$ cat config.mk
export PLATFORM = sky130hd
export DESIGN_NAME = irqv_top
export DESIGN_NICKNAME = d
export VERILOG_FILES = /design/src/rtl/irqv_pkg.sv /design/src/rtl/irqv_top.sv /design/src/rtl/irqv_sync.sv /design/src/rtl/irqv_pick.sv
export SDC_FILE = /design/constraint.sdc
export NUM_CORES = 1
export LEC_CHECK = 0
export CORE_AREA = 2 2 106 108
export CTS_BUF_LIST = sky130_fd_sc_hd__clkbuf_4 sky130_fd_sc_hd__clkbuf_8 sky130_fd_sc_hd__clkbuf_16
export DETAILED_ROUTE_END_ITERATION = 10
export DIE_AREA = 0 0 108 110
export DONT_BUFFER_PORTS = 1
export MAX_ROUTING_LAYER = met4
export PLACE_DENSITY = 0.71
export SLEW_MARGIN = 20
export SYNTH_ARGS = -nofsm -noshare
export SYNTH_HDL_FRONTEND = slang
export SYNTH_SLANG_ARGS = --single-unit
$ cat constraint.sdc
create_clock -name mclk -period 3.64 [get_ports mclk]
set_clock_uncertainty 0.2 [all_clocks]
set_input_delay 1.092 -clock mclk [delete_from_list [all_inputs] [get_ports mclk]]
set_output_delay 1.092 -clock mclk [all_outputs]
set_load 0.02 [all_outputs]
$ cat src/rtl/irqv_pkg.sv
package irqv_pkg;

  localparam int N_SRC = 13;
  localparam int SRC_W = 4;
  localparam int ADDR_W = 4;
  localparam int DATA_W = 8;

  // natural polling order, 0 checked first
  localparam logic [3:0] SRC_AUX = 4'h0;
  localparam logic [3:0] SRC_EXT0 = 4'h1;
  localparam logic [3:0] SRC_T0 = 4'h2;
  localparam logic [3:0] SRC_EXT1 = 4'h3;
  localparam logic [3:0] SRC_T1 = 4'h4;
  localparam logic [3:0] SRC_SER0 = 4'h5;
  localparam logic [3:0] SRC_T2 = 4'h6;
  localparam logic [3:0] SRC_SER1 = 4'h7;
  localparam logic [3:0] SRC_WDT = 4'hc;

  // register offsets
  localparam logic [3:0] REG_IRQ_EN = 4'h0;
  localparam logic [3:0] REG_EXT_EN2 = 4'h1;
  localparam logic [3:0] REG_IRQ_PRI = 4'h2;
  localparam logic [3:0] REG_EXT_PRI2 = 4'h3;
  localparam logic [3:0] REG_EXT_CTRL = 4'h4;
  localparam logic [3:0] REG_PEND_LO = 4'h5;
  localparam logic [3:0] REG_PEND_HI = 4'h6;
  localparam logic [3:0] REG_EXT_MODE = 4'h7;
  localparam logic [3:0] REG_EVT_STAT = 4'h8;
  localparam logic [3:0] REG_EVT_MASK = 4'h9;
  localparam logic [3:0] REG_AUX_EN = 4'ha;
  localparam logic [3:0] REG_ACTIVE = 4'hb;

  // field positions
  localparam int GLOBAL_EN_BIT = 7;
  localparam int AUX_EN_BIT = 5;
  localparam int AUX_FLAG_BIT = 4;
  localparam int WDT_FLAG_BIT = 3;
  localparam int EVT_TAKEN_BIT = 0;
  localparam int EVT_NEST_BIT = 1;

  // reset values
  localparam logic [7:0] RST_REG = 8'h00;
  localparam logic [5:0] PIN_IDLE = 6'h3f;
  localparam logic [2:0] ONES_PAD = 3'h7;

  // vector table: base plus eight-byte slots
  localparam logic [7:0] VEC_BASE = 8'h03;
  localparam logic [7:0] VEC_STRIDE = 8'h08;
  localparam logic [7:0] VEC_AUX_SLOT = 8'h06;

  typedef enum logic [1:0] {
    LVL_NONE = 2'b00,
    LVL_LO = 2'b01,
    LVL_HI = 2'b10,
    LVL_AUX = 2'b11
  } irqv_lvl_t;

  typedef enum logic {
    ST_IDLE = 1'b0,
    ST_OFFER = 1'b1
  } irqv_state_t;

  function automatic logic [7:0] irqv_vec_addr(input logic [3:0] src);
    logic [7:0] slot;
    if (src == SRC_AUX) begin
      slot = VEC_AUX_SLOT;
    end else if (src <= SRC_T2) begin
      slot = {4'h0, src} - 8'h01;
    end else begin
      slot = {4'h0, src};
    end
    return 8'(VEC_BASE + 8'(slot * VEC_STRIDE));
  endfunction : irqv_vec_addr

endpackage : irqv_pkg

$ cat src/rtl/irqv_top.sv
`timescale 1ns/1ps
module irqv_top (
  input wire logic mclk,
  input wire logic rst_n,
  input wire logic [irqv_pkg::ADDR_W-1:0] reg_addr,
  input wire logic [irqv_pkg::DATA_W-1:0] reg_wdata,
  input wire logic reg_wr,
  input wire logic reg_rd,
  output logic [irqv_pkg::DATA_W-1:0] reg_rdata,
  input wire logic [5:0] ext_pin_n,
  input wire logic [2:0] timer_ovf,
  input wire logic [1:0] serial0_evt,
  input wire logic [1:0] serial1_evt,
  input wire logic watchdog_evt,
  input wire logic [7:0] aux_evt,
  input wire logic instr_done,
  input wire logic vector_ack,
  input wire logic reti_done,
  output logic irq_req,
  output logic [7:0] irq_vector,
  output irqv_pkg::irqv_lvl_t irq_level,
  output logic irq_out
);
  import irqv_pkg::*;

  logic rst_sync_n, aux_group_enable, global_irq_enable, ack_now, wr_ext_ctrl;
  logic hi_found, lo_found, act_aux, act_hi, act_lo, can_aux, can_hi, can_lo;
  logic [1:0] ext_edge_mode, evt_stat, evt_mask;
  logic [3:0] hi_idx, lo_idx, next_src, offer_src;
  logic [4:0] ext_enable_reg2, ext_priority_reg2;
  logic [5:0] pin_q, pin_prev, pin_fall;
  logic [6:0] irq_priority_reg;
  logic [7:0] irq_enable_reg, aux_enable_reg;
  logic [11:0] hi_req, lo_req;
  logic [12:0] pend, en_vec, req_en, hw_set, hw_clr, sw_hit, sw_val;
  logic [12:0] lvl_follow, pin_lvl, below_src;
  irqv_lvl_t next_lvl;
  irqv_state_t state;

  irqv_sync #(.W(1), .RST_VAL(1'b0)) u_rst_sync (
    .mclk(mclk),
    .rst_n(rst_n),
    .d(1'b1),
    .q(rst_sync_n)
  );

  irqv_sync #(.W(6), .RST_VAL(PIN_IDLE)) u_pin_sync (
    .mclk(mclk),
    .rst_n(rst_sync_n),
    .d(ext_pin_n),
    .q(pin_q)
  );

  always_ff @(posedge mclk or negedge rst_sync_n) begin
    if (!rst_sync_n) begin
      pin_prev <= PIN_IDLE;
    end else begin
      pin_prev <= pin_q;
    end
  end

  assign pin_fall = pin_prev & ~pin_q;
  assign wr_ext_ctrl = reg_wr && (reg_addr == REG_EXT_CTRL);

  // configuration registers, all enables cleared at reset
  always_ff @(posedge mclk or negedge rst_sync_n) begin
    if (!rst_sync_n) begin
      irq_enable_reg <= RST_REG;
      ext_enable_reg2 <= RST_REG[4:0];
      irq_priority_reg <= RST_REG[6:0];
      ext_priority_reg2 <= RST_REG[4:0];
      aux_group_enable <= 1'b0;
      ext_edge_mode <= RST_REG[1:0];
      aux_enable_reg <= RST_REG;
      evt_mask <= RST_REG[1:0];
    end else if (reg_wr) begin
      unique case (reg_addr)
        REG_IRQ_EN: irq_enable_reg <= reg_wdata;
        REG_EXT_EN2: ext_enable_reg2 <= reg_wdata[4:0];
        REG_IRQ_PRI: irq_priority_reg <= reg_wdata[6:0];
        REG_EXT_PRI2: ext_priority_reg2 <= reg_wdata[4:0];
        REG_EXT_CTRL: aux_group_enable <= reg_wdata[AUX_EN_BIT];
        REG_EXT_MODE: ext_edge_mode <= reg_wdata[1:0];
        REG_AUX_EN: aux_enable_reg <= reg_wdata;
        REG_EVT_MASK: evt_mask <= reg_wdata[1:0];
        default: ;
      endcase
    end
  end

  assign global_irq_enable = irq_enable_reg[GLOBAL_EN_BIT];
  assign en_vec = {ext_enable_reg2, irq_enable_reg[6:0], aux_group_enable};
  assign req_en = pend & en_vec & {{12{global_irq_enable}}, 1'b1};
  assign hi_req = req_en[12:1] & {ext_priority_reg2, irq_priority_reg};
  assign lo_req = req_en[12:1] & ~{ext_priority_reg2, irq_priority_reg};

  always_comb begin
    hw_set = {watchdog_evt, pin_fall[5:2], |serial1_evt, timer_ovf[2], |serial0_evt,
              timer_ovf[1], pin_fall[1] & ext_edge_mode[1], timer_ovf[0],
              pin_fall[0] & ext_edge_mode[0], |(aux_evt & aux_enable_reg)};
    hw_clr = '0;
    if (ack_now) begin
      hw_clr = (13'h0001 << offer_src) & {8'h00, 1'b1, ext_edge_mode[1], 1'b1,
                                          ext_edge_mode[0], 1'b0};
    end
    sw_hit = {wr_ext_ctrl, {3{reg_wr && (reg_addr == REG_PEND_HI)}},
              {8{reg_wr && (reg_addr == REG_PEND_LO)}}, 1'b0};
    sw_val = {reg_wdata[WDT_FLAG_BIT], reg_wdata[2:0], reg_wdata, 1'b0};
    lvl_follow = {9'h000, ~ext_edge_mode[1], 1'b0, ~ext_edge_mode[0], 1'b0};
    pin_lvl = {9'h000, ~pin_q[1], 1'b0, ~pin_q[0], 1'b0};
  end

  // pending flags: hardware set wins over any clear in the same cycle
  always_ff @(posedge mclk or negedge rst_sync_n) begin
    if (!rst_sync_n) begin
      pend <= '0;
    end else begin
      if (hw_set[0]) begin
        pend[0] <= 1'b1;
      end else if (wr_ext_ctrl && !reg_wdata[AUX_FLAG_BIT]) begin
        pend[0] <= 1'b0;
      end
      for (int i = 1; i < N_SRC; i++) begin
        if (lvl_follow[i]) begin
          pend[i] <= pin_lvl[i];
        end else if (hw_set[i]) begin
          pend[i] <= 1'b1;
        end else if (hw_clr[i]) begin
          pend[i] <= 1'b0;
        end else if (sw_hit[i]) begin
          pend[i] <= sw_val[i];
        end
      end
    end
  end

  irqv_pick #(.N(12), .IW(4)) u_pick_hi (
    .req(hi_req),
    .found(hi_found),
    .idx(hi_idx)
  );

  irqv_pick #(.N(12), .IW(4)) u_pick_lo (
    .req(lo_req),
    .found(lo_found),
    .idx(lo_idx)
  );

  // nesting: aux blocks all, high blocks high and low, low blocks low
  assign can_aux = req_en[0] && !act_aux;
  assign can_hi = hi_found && !act_aux && !act_hi;
  assign can_lo = lo_found && !act_aux && !act_hi && !act_lo;

  always_comb begin
    next_src = SRC_AUX;
    next_lvl = LVL_NONE;
    if (can_aux) begin
      next_src = SRC_AUX;
      next_lvl = LVL_AUX;
    end else if (can_hi) begin
      next_src = 4'(hi_idx + 4'h1);
      next_lvl = LVL_HI;
    end else if (can_lo) begin
      next_src = 4'(lo_idx + 4'h1);
      next_lvl = LVL_LO;
    end
  end

  assign ack_now = (state == ST_OFFER) && vector_ack;

  // offer holds until the core acknowledges; decisions only at instruction end
  always_ff @(posedge mclk or negedge rst_sync_n) begin
    if (!rst_sync_n) begin
      state <= ST_IDLE;
      irq_req <= 1'b0;
      offer_src <= SRC_AUX;
      irq_vector <= RST_REG;
      irq_level <= LVL_NONE;
    end else begin
      unique case (state)
        ST_IDLE: begin
          if (instr_done && next_lvl != LVL_NONE) begin
            state <= ST_OFFER;
            irq_req <= 1'b1;
            offer_src <= next_src;
            irq_vector <= irqv_vec_addr(next_src);
            irq_level <= next_lvl;
          end
        end
        ST_OFFER: begin
          if (vector_ack) begin
            state <= ST_IDLE;
            irq_req <= 1'b0;
            irq_level <= LVL_NONE;
          end
        end
      endcase
    end
  end

  // running handler levels; return ends the highest one
  always_ff @(posedge mclk or negedge rst_sync_n) begin
    if (!rst_sync_n) begin
      act_aux <= 1'b0;
      act_hi <= 1'b0;
      act_lo <= 1'b0;
    end else begin
      if (reti_done) begin
        if (act_aux) begin
          act_aux <= 1'b0;
        end else if (act_hi) begin
          act_hi <= 1'b0;
        end else begin
          act_lo <= 1'b0;
        end
      end
      if (ack_now) begin
        unique case (irq_level)
          LVL_AUX: act_aux <= 1'b1;
          LVL_HI: act_hi <= 1'b1;
          LVL_LO: act_lo <= 1'b1;
          LVL_NONE: ;
        endcase
      end
    end
  end

  // sticky events, write one to clear, a new event wins
  always_ff @(posedge mclk or negedge rst_sync_n) begin
    if (!rst_sync_n) begin
      evt_stat <= RST_REG[1:0];
    end else begin
      evt_stat[EVT_TAKEN_BIT] <= ack_now || (evt_stat[EVT_TAKEN_BIT] &&
        !(reg_wr && reg_addr == REG_EVT_STAT && reg_wdata[EVT_TAKEN_BIT]));
      evt_stat[EVT_NEST_BIT] <= (ack_now && (act_aux || act_hi || act_lo)) ||
        (evt_stat[EVT_NEST_BIT] &&
        !(reg_wr && reg_addr == REG_EVT_STAT && reg_wdata[EVT_NEST_BIT]));
    end
  end

  always_ff @(posedge mclk or negedge rst_sync_n) begin
    if (!rst_sync_n) begin
      irq_out <= 1'b0;
    end else begin
      irq_out <= |(evt_stat & evt_mask);
    end
  end

  // read data valid only in the cycle after the strobe
  always_ff @(posedge mclk or negedge rst_sync_n) begin
    if (!rst_sync_n) begin
      reg_rdata <= RST_REG;
    end else if (reg_rd) begin
      unique case (reg_addr)
        REG_IRQ_EN: reg_rdata <= irq_enable_reg;
        REG_EXT_EN2: reg_rdata <= {ONES_PAD, ext_enable_reg2};
        REG_IRQ_PRI: reg_rdata <= {1'b0, irq_priority_reg};
        REG_EXT_PRI2: reg_rdata <= {ONES_PAD, ext_priority_reg2};
        REG_EXT_CTRL: reg_rdata <= {2'b01, aux_group_enable, pend[0], pend[12], 3'b000};
        REG_PEND_LO: reg_rdata <= pend[8:1];
        REG_PEND_HI: reg_rdata <= {5'h00, pend[11:9]};
        REG_EXT_MODE: reg_rdata <= {6'h00, ext_edge_mode};
        REG_EVT_STAT: reg_rdata <= {6'h00, evt_stat};
        REG_EVT_MASK: reg_rdata <= {6'h00, evt_mask};
        REG_AUX_EN: reg_rdata <= aux_enable_reg;
        REG_ACTIVE: reg_rdata <= {offer_src, irq_req, act_aux, act_hi, act_lo};
        default: reg_rdata <= RST_REG;
      endcase
    end else begin
      reg_rdata <= RST_REG;
    end
  end

  assign below_src = (13'h0001 << offer_src) - 13'h0001;
endmodule : irqv_top

$ cat src/rtl/irqv_sync.sv
`timescale 1ns/1ps
module irqv_sync #(
  parameter int W = 1,
  parameter logic [W-1:0] RST_VAL = '0
) (
  input wire logic mclk,
  input wire logic rst_n,
  input wire logic [W-1:0] d,
  output logic [W-1:0] q
);
  logic [W-1:0] meta;

  if (W < 1) begin : g_bad_width
    $error("irqv_sync width must be at least one");
  end

  // meta feeds only the second stage
  always_ff @(posedge mclk or negedge rst_n) begin
    if (!rst_n) begin
      meta <= RST_VAL;
      q <= RST_VAL;
    end else begin
      meta <= d;
      q <= meta;
    end
  end
endmodule : irqv_sync

$ cat src/rtl/irqv_pick.sv
`timescale 1ns/1ps
module irqv_pick #(
  parameter int N = 12,
  parameter int IW = 4
) (
  input wire logic [N-1:0] req,
  output logic found,
  output logic [IW-1:0] idx
);
  if (N < 1 || N > (1 << IW)) begin : g_bad_size
    $error("irqv_pick index too narrow for request count");
  end

  // lowest index wins, matching the polling order
  always_comb begin
    found = 1'b0;
    idx = '0;
    for (int i = N - 1; i >= 0; i--) begin
      if (req[i]) begin
        found = 1'b1;
        idx = IW'(i);
      end
    end
  end
endmodule : irqv_pick

==> metrics, run 1 <==
dpl ws 171.2 ps; Max Clk Rate 0.2938 GHz; Starting Density 48.65%; Compound-Gate Fraction of Synth Area 14.45%; multiplexer area fraction after synthesis 12.60%; sw frac 39.18%; Max Slew Vio Count 0; FF-to-FF setup slack 240 ps; main combinational cell family by area after synthesis simple AND/OR/NAND/NOR gates; Synth Cell Area 5205 um^2; PwrDens 643.1 nW/um^2; Final period util 93.50%; Hold Path Class reg2async; Layout area overhead 6.587%; root buffer cell clkbuf_8; Post-Layout Cell Count 634; Critical Path Fanout Max 10; CTS buffer count 9; clk slew on worst S/H paths 100 ps; first-pass GRT wire length 22140 um; DRT antenna net count 0; EDFF count, synth 0; top-count cell post-synth dfrtp_1; # fillers 995; hold_buf cts 0; total die area 11880 um^2; fin util 51.86%; final worst path period need 3403 ps; CP endpoint kind flip-flop; CP arrival 3460 ps; core area 10700 um^2; register bit total from synthesis 99; internal power 2.170 mW; FP Rows 38; Clock Latency Late Sink 390 ps; synth unique cells 77; Sw Pwr 1.398 mW; YS warnings 0; most instantiated cells after synthesis dfrtp_1 (81), nand2_1 (51), mux2_2 (42); number of global-route vias before repair 3969; synthesized area per cell 10.62 um^2; main area contributors after synthesis dfrtp_1 (39%), dfstp_2 (9.1%), mux2_2 (9.1%); Max-Cap Viols 0; syn_nets 535; I/O pins 61; Leakage 2.355 nW; TritonCTS clock tree yes; Initial DRC Count 310; Cell Chain, Critical Path buf_4 -> buf_4 -> nand4b_2 -> nand2_1 -> or3_1 -> a21oi_1 -> ha_1 -> nand2_1 -> o31a_4 -> inv_1 -> ha_1 -> inv_1 -> a21o_1 -> a221oi_1 -> o21ai_1; layout cell share with drive strength beyond 1 22.67%; Most used DFF post-synth dfrtp_1; DIE HEIGHT 110 um; CP bufs+invs 4; Clock Sink Count 99; WL final 13960 um; Simple-Gate Fraction of Synth Area 20.07%; xor/xnor share of the synthesized area 0.1683%; ys async rst share 100.0%; placed instance count 613; worst setup path class reg2reg; combinational fraction of design power 35.6%; GP Congestion 0.9432; Area after DPL 5310 um^2; max reg flops 13; Yosys top cell area share 38.94%; CP peak stage delay 490 ps; Flop pwr share 46.1%; clock power share 18.3%; Final Setup Violations 0; CTS Buffer Depth 2; worst rel slew slack 49.72%; Largest Register pend; Nets 534; largest net degree at the start of global routing 82; Port Buf Inserts 0; final hold slack 35.83 ps; ant diodes 0; final hold violations 0; final instance area 5548 um^2; GRT Util Overall 25.92%; status completed; VDD IR max 0.0003316 V; transition time of the tightest slew-check pin 751.4 ps; DRC 0; sequential share of the synthesized area 48.03%; Post-Synth Adder-Cell Area 0.9615%; die outline width 108 um; total gr overflow 0; vias post-DR 3991; Fin Setup TNS 0 ps; Startpoint Class flip-flop; Total Power 3.568 mW; drt wl/cell 22.02 um; hpwl dp 10460 um; post-synth top area cell dfrtp_1; initial antenna violation count 0; via/cell ratio 6.295; final worst slack 236.6 ps; TritonRoute pass-1 iters 5; # H-tree levels 3; CP max stage cell dfrtp_2; delay-heaviest family, CP compound AO/OA/AOI/OAI gates; cells after synthesis 490; Worst EP required 3700 ps
## final timing paths
| kind | startpoint | to | cells after the start |
|---|---|---|---|
| max | irq_enable_reg[7] | irq_vector[4] | 15 |
| min | u_rst_sync.q | aux_enable_reg[4] | 0 |
| max reg2reg | irq_enable_reg[7] | irq_vector[4] | 15 |
| min reg2reg | u_rst_sync.q | aux_enable_reg[4] | 0 |
| max in group asynchronous | u_rst_sync.q | u_pin_sync.q[4] | 1 |
| min in group mclk | u_pin_sync.meta[2] | u_pin_sync.q[2] | 0 |
## power by group through the flow
stage / Combinational [mW] / Clock [mW] / Sequential [mW]
finish: 1.27 / 0.653 / 1.65
global placement: 1.19 / 0 / 1.67
detailed placement: 1.22 / 0 / 1.68
floorplan: 1.05 / 0 / 1.55
CTS: 1.23 / 0.675 / 1.66
global route: 1.43 / 0.722 / 1.67
## cells in the final DEF (no fill, tap or decap), drive strengths merged, types with 10 or more instances in the layout
cell,instances
nor2b,10
clkbuf,11
mux2,42
dfrtp,81
mux2i,16
dfstp,18
a21oi,17
nand4,14
buf,13
o21ai,26
inv,15
nand2,51
nor2,35
## metal layers
metal | global-route usage [%] | part of all wire, % | wire (um)
met5 | - | 0 | 0
met4 | 9.799 | 3.1 | 438
met3 | 6.702 | 7.3 | 1024
met2 | 40.34 | 47 | 6554
met1 | 32.83 | 43 | 5943
## cell families (layout without fill, tap and decap cells)
group / count (synthesis) / in the layout
multiplexers: 59 / 59
other: 2 / 2
buffers and inverters: 39 / 43
XOR/XNOR: 1 / 1
AO/OA/AOI/OAI: 106 / 106
flip-flops: 99 / 99
adder cells (fa/ha/maj): 4 / 4
AND/OR/NAND/NOR: 180 / 180
## final cells by class
class / count / area (um^2) / area share [%]
multi-input cells: 352 / 2519 / 45.40
clock buffers: 11 / 138.9 / 2.503
repair buffers: 13 / 117.6 / 2.120
inverters: 14 / 52.55 / 0.9472
flip-flops and latches: 99 / 2505 / 45.15
well taps: 140 / 175.2 / 3.157
clock inverters: 5 / 40.04 / 0.7217
## repair_timing
item	4_1_cts	5_1_grt
setup buffers	0	4
resized for setup	0	1
setup endpoints to repair	0	4
## worst register-to-register path: cells and delay by family, from the launching register on
kind                     cells  cell delay, ps
AO/OA/AOI/OAI                5            1090
adder cells (fa/ha/maj)      2             420
buffers and inverters        4             460
flip-flops                   1             490
AND/OR/NAND/NOR              4             640
(Power assumes the default switching activity.)
==> run 2: changes to the inputs <==
RECOVER_POWER = 50   (was unset)
==> run 2 against run 1 <==
Against the previous run: sequential share of layout area is 0.18 points higher; sequential cell count stayed put; core utilization is 0.28 points lower; first-iteration DRC count is 1.3% higher; critical endpoint unchanged; highest routed layer unchanged.
==> metrics, run 2 (synthesis results as in run 1) <==
max reg flops 13 (unchanged); CP arrival 3460 ps (about the same); WL final 13970 um (about the same); layout cell share with drive strength beyond 1 21.46% (-1.2 points); met3 WL 915 um (-11%); transition time of the tightest slew-check pin 1371 ps (+619.4 ps); most common cell after layout, fill and taps aside dfrtp_1; Worst EP required 3700 ps (about the same); vias post-DR 3961 (-0.75%); ant diodes 0 (unchanged); DRT antenna net count 0 (unchanged); GRT Util Overall 25.92% (unchanged); M1 wire length 6062 um (+2.0%); via/cell ratio 6.248 (-0.75%); TritonCTS clock tree yes; Nets 534 (unchanged); Hold Path Class reg2reg; I/O pins 61 (unchanged); status completed; most frequent cells in the layout dfrtp_1 (80), nand2_1 (51), mux2_2 (42); Post-Layout Cell Count 634 (unchanged); Max Clk Rate 0.2939 GHz (about the same); CP endpoint kind flip-flop; Max-Cap Viols 0 (unchanged); final hold violations 0 (unchanged); Clock Latency Late Sink 390 ps (about the same); worst rel slew slack 8.616% (-41 points); core area 10700 um^2 (unchanged); FP Rows 38 (unchanged); worst setup path class reg2reg; TritonRoute pass-1 iters 4 (-1); Largest Register pend; Starting Density 48.65% (unchanged); Layout area overhead 6.010%; hold_buf cts 0 (unchanged); final instance area 5518 um^2 (-0.54%); CTS Buffer Depth 2 (unchanged); clk slew on worst S/H paths 90 ps (about the same); # H-tree levels 3 (unchanged); number of global-route vias before repair 3969 (unchanged); Final Setup Violations 0 (unchanged); Leakage 2.341 nW (-0.57%); root buffer cell clkbuf_8; # fillers 1001 (+0.60%); Clock Sink Count 99 (unchanged); hpwl dp 10460 um (unchanged); final worst path period need 3403 ps (-0.4880 ps); largest net degree at the start of global routing 82 (unchanged); initial antenna violation count 0 (unchanged); Fin Setup TNS 0 ps (unchanged); first-pass GRT wire length 22140 um (unchanged); DIE HEIGHT 110 um (unchanged); Port Buf Inserts 0 (unchanged); metal2 WL 6574 um (+0.31%); Final period util 93.49% (about the same); placed instance count 613 (unchanged); Initial DRC Count 314 (+1.3%); GP Congestion 0.9432 (unchanged); total die area 11880 um^2 (unchanged); total gr overflow 0 (unchanged); Critical Path Fanout Max 10 (unchanged); Max Used Layer met4; VDD IR max 0.0003312 V (-0.12%); drt wl/cell 22.03 um (about the same); Max Slew Vio Count 0 (unchanged); CTS buffer count 9 (unchanged); Startpoint Class flip-flop; PwrDens 645.3 nW/um^2 (+0.34%); Area after DPL 5310 um^2 (unchanged); DRC 0 (unchanged); die outline width 108 um (unchanged)
## run 2: cell count changes in the layout (fill, tap and decap cells not counted), sizes merged
cell    previous run  this run
clkbuf            11        13
buf               13        11
## run 2: area by class of cell
| class | count | area (um^2) | area share, % |
|---|---|---|---|
| tap | 140 | 175.2 | 3.175 |
| clock inverter | 5 | 40.04 | 0.7256 |
| inverter | 14 | 52.55 | 0.9524 |
| sequential | 99 | 2501 | 45.33 |
| multi-input combinational | 352 | 2519 | 45.65 |
| clock buffer | 11 | 138.9 | 2.517 |
| timing repair buffer | 13 | 91.34 | 1.655 |
## run 2: final timing paths
check | from | to | slack [ps] | cells past startpoint
max in group asynchronous | u_rst_sync.q | irq_enable_reg[7] | 1110 | 1
worst max register to register | irq_enable_reg[7] | irq_vector[4] | 240 | 15
worst min-delay path | u_pin_sync.meta[4] | u_pin_sync.q[4] | 160 | 0
worst max-delay path | irq_enable_reg[7] | irq_vector[4] | 240 | 15
min in group asynchronous | u_rst_sync.q | aux_enable_reg[4] | 180 | 0
worst min register to register | u_pin_sync.meta[4] | u_pin_sync.q[4] | 160 | 0
## run 2: worst max-delay path: stages, from the launching register on
cell      delay [ps]
dfrtp_2          480
buf_4            160
buf_4            130
nand4b_2         150
nand2_1          100
or3_1            320
a21oi_1          240
ha_1             190
nand2_1           60
o31a_4           340
inv_1            100
ha_1             230
inv_1             60
a21o_1           150
a221oi_1         270
o21ai_1           90
## run 2: power by group
part	total (mW)	internal, mW	switching [mW]
clock	0.652	0.269	0.383
combinational	1.27	0.579	0.687
sequential	1.64	1.32	0.325
## run 2: layer usage
metal | global-route usage (%) | up-vias
met1 | 32.83 | 1969
met5 | - | -
met3 | 6.702 | 26
met4 | 9.799 | 0
li1 | - | 1821
met2 | 40.34 | 145
## run 2: repair_timing
item | in CTS | in global routing
gates resized for setup | 0 | 1
buffers inserted | 0 | 4
endpoints found under the hold margin | 0 | 0
endpoints found under the setup margin | 0 | 4
## run 2: stage by stage
stage	utilization (%)	setup WS [ps]	hold WS [ps]	total power, mW
2_1_floorplan	-	505.9	131.2	2.598
3_3_place_gp	49.64	264.3	137.1	2.861
4_1_cts	51.31	132.2	160.1	3.561
6_report	51.58	237.1	159.0	3.560
5_1_grt	51.58	-4.386	150.1	3.818
3_5_place_dp	49.64	171.2	136.5	2.898
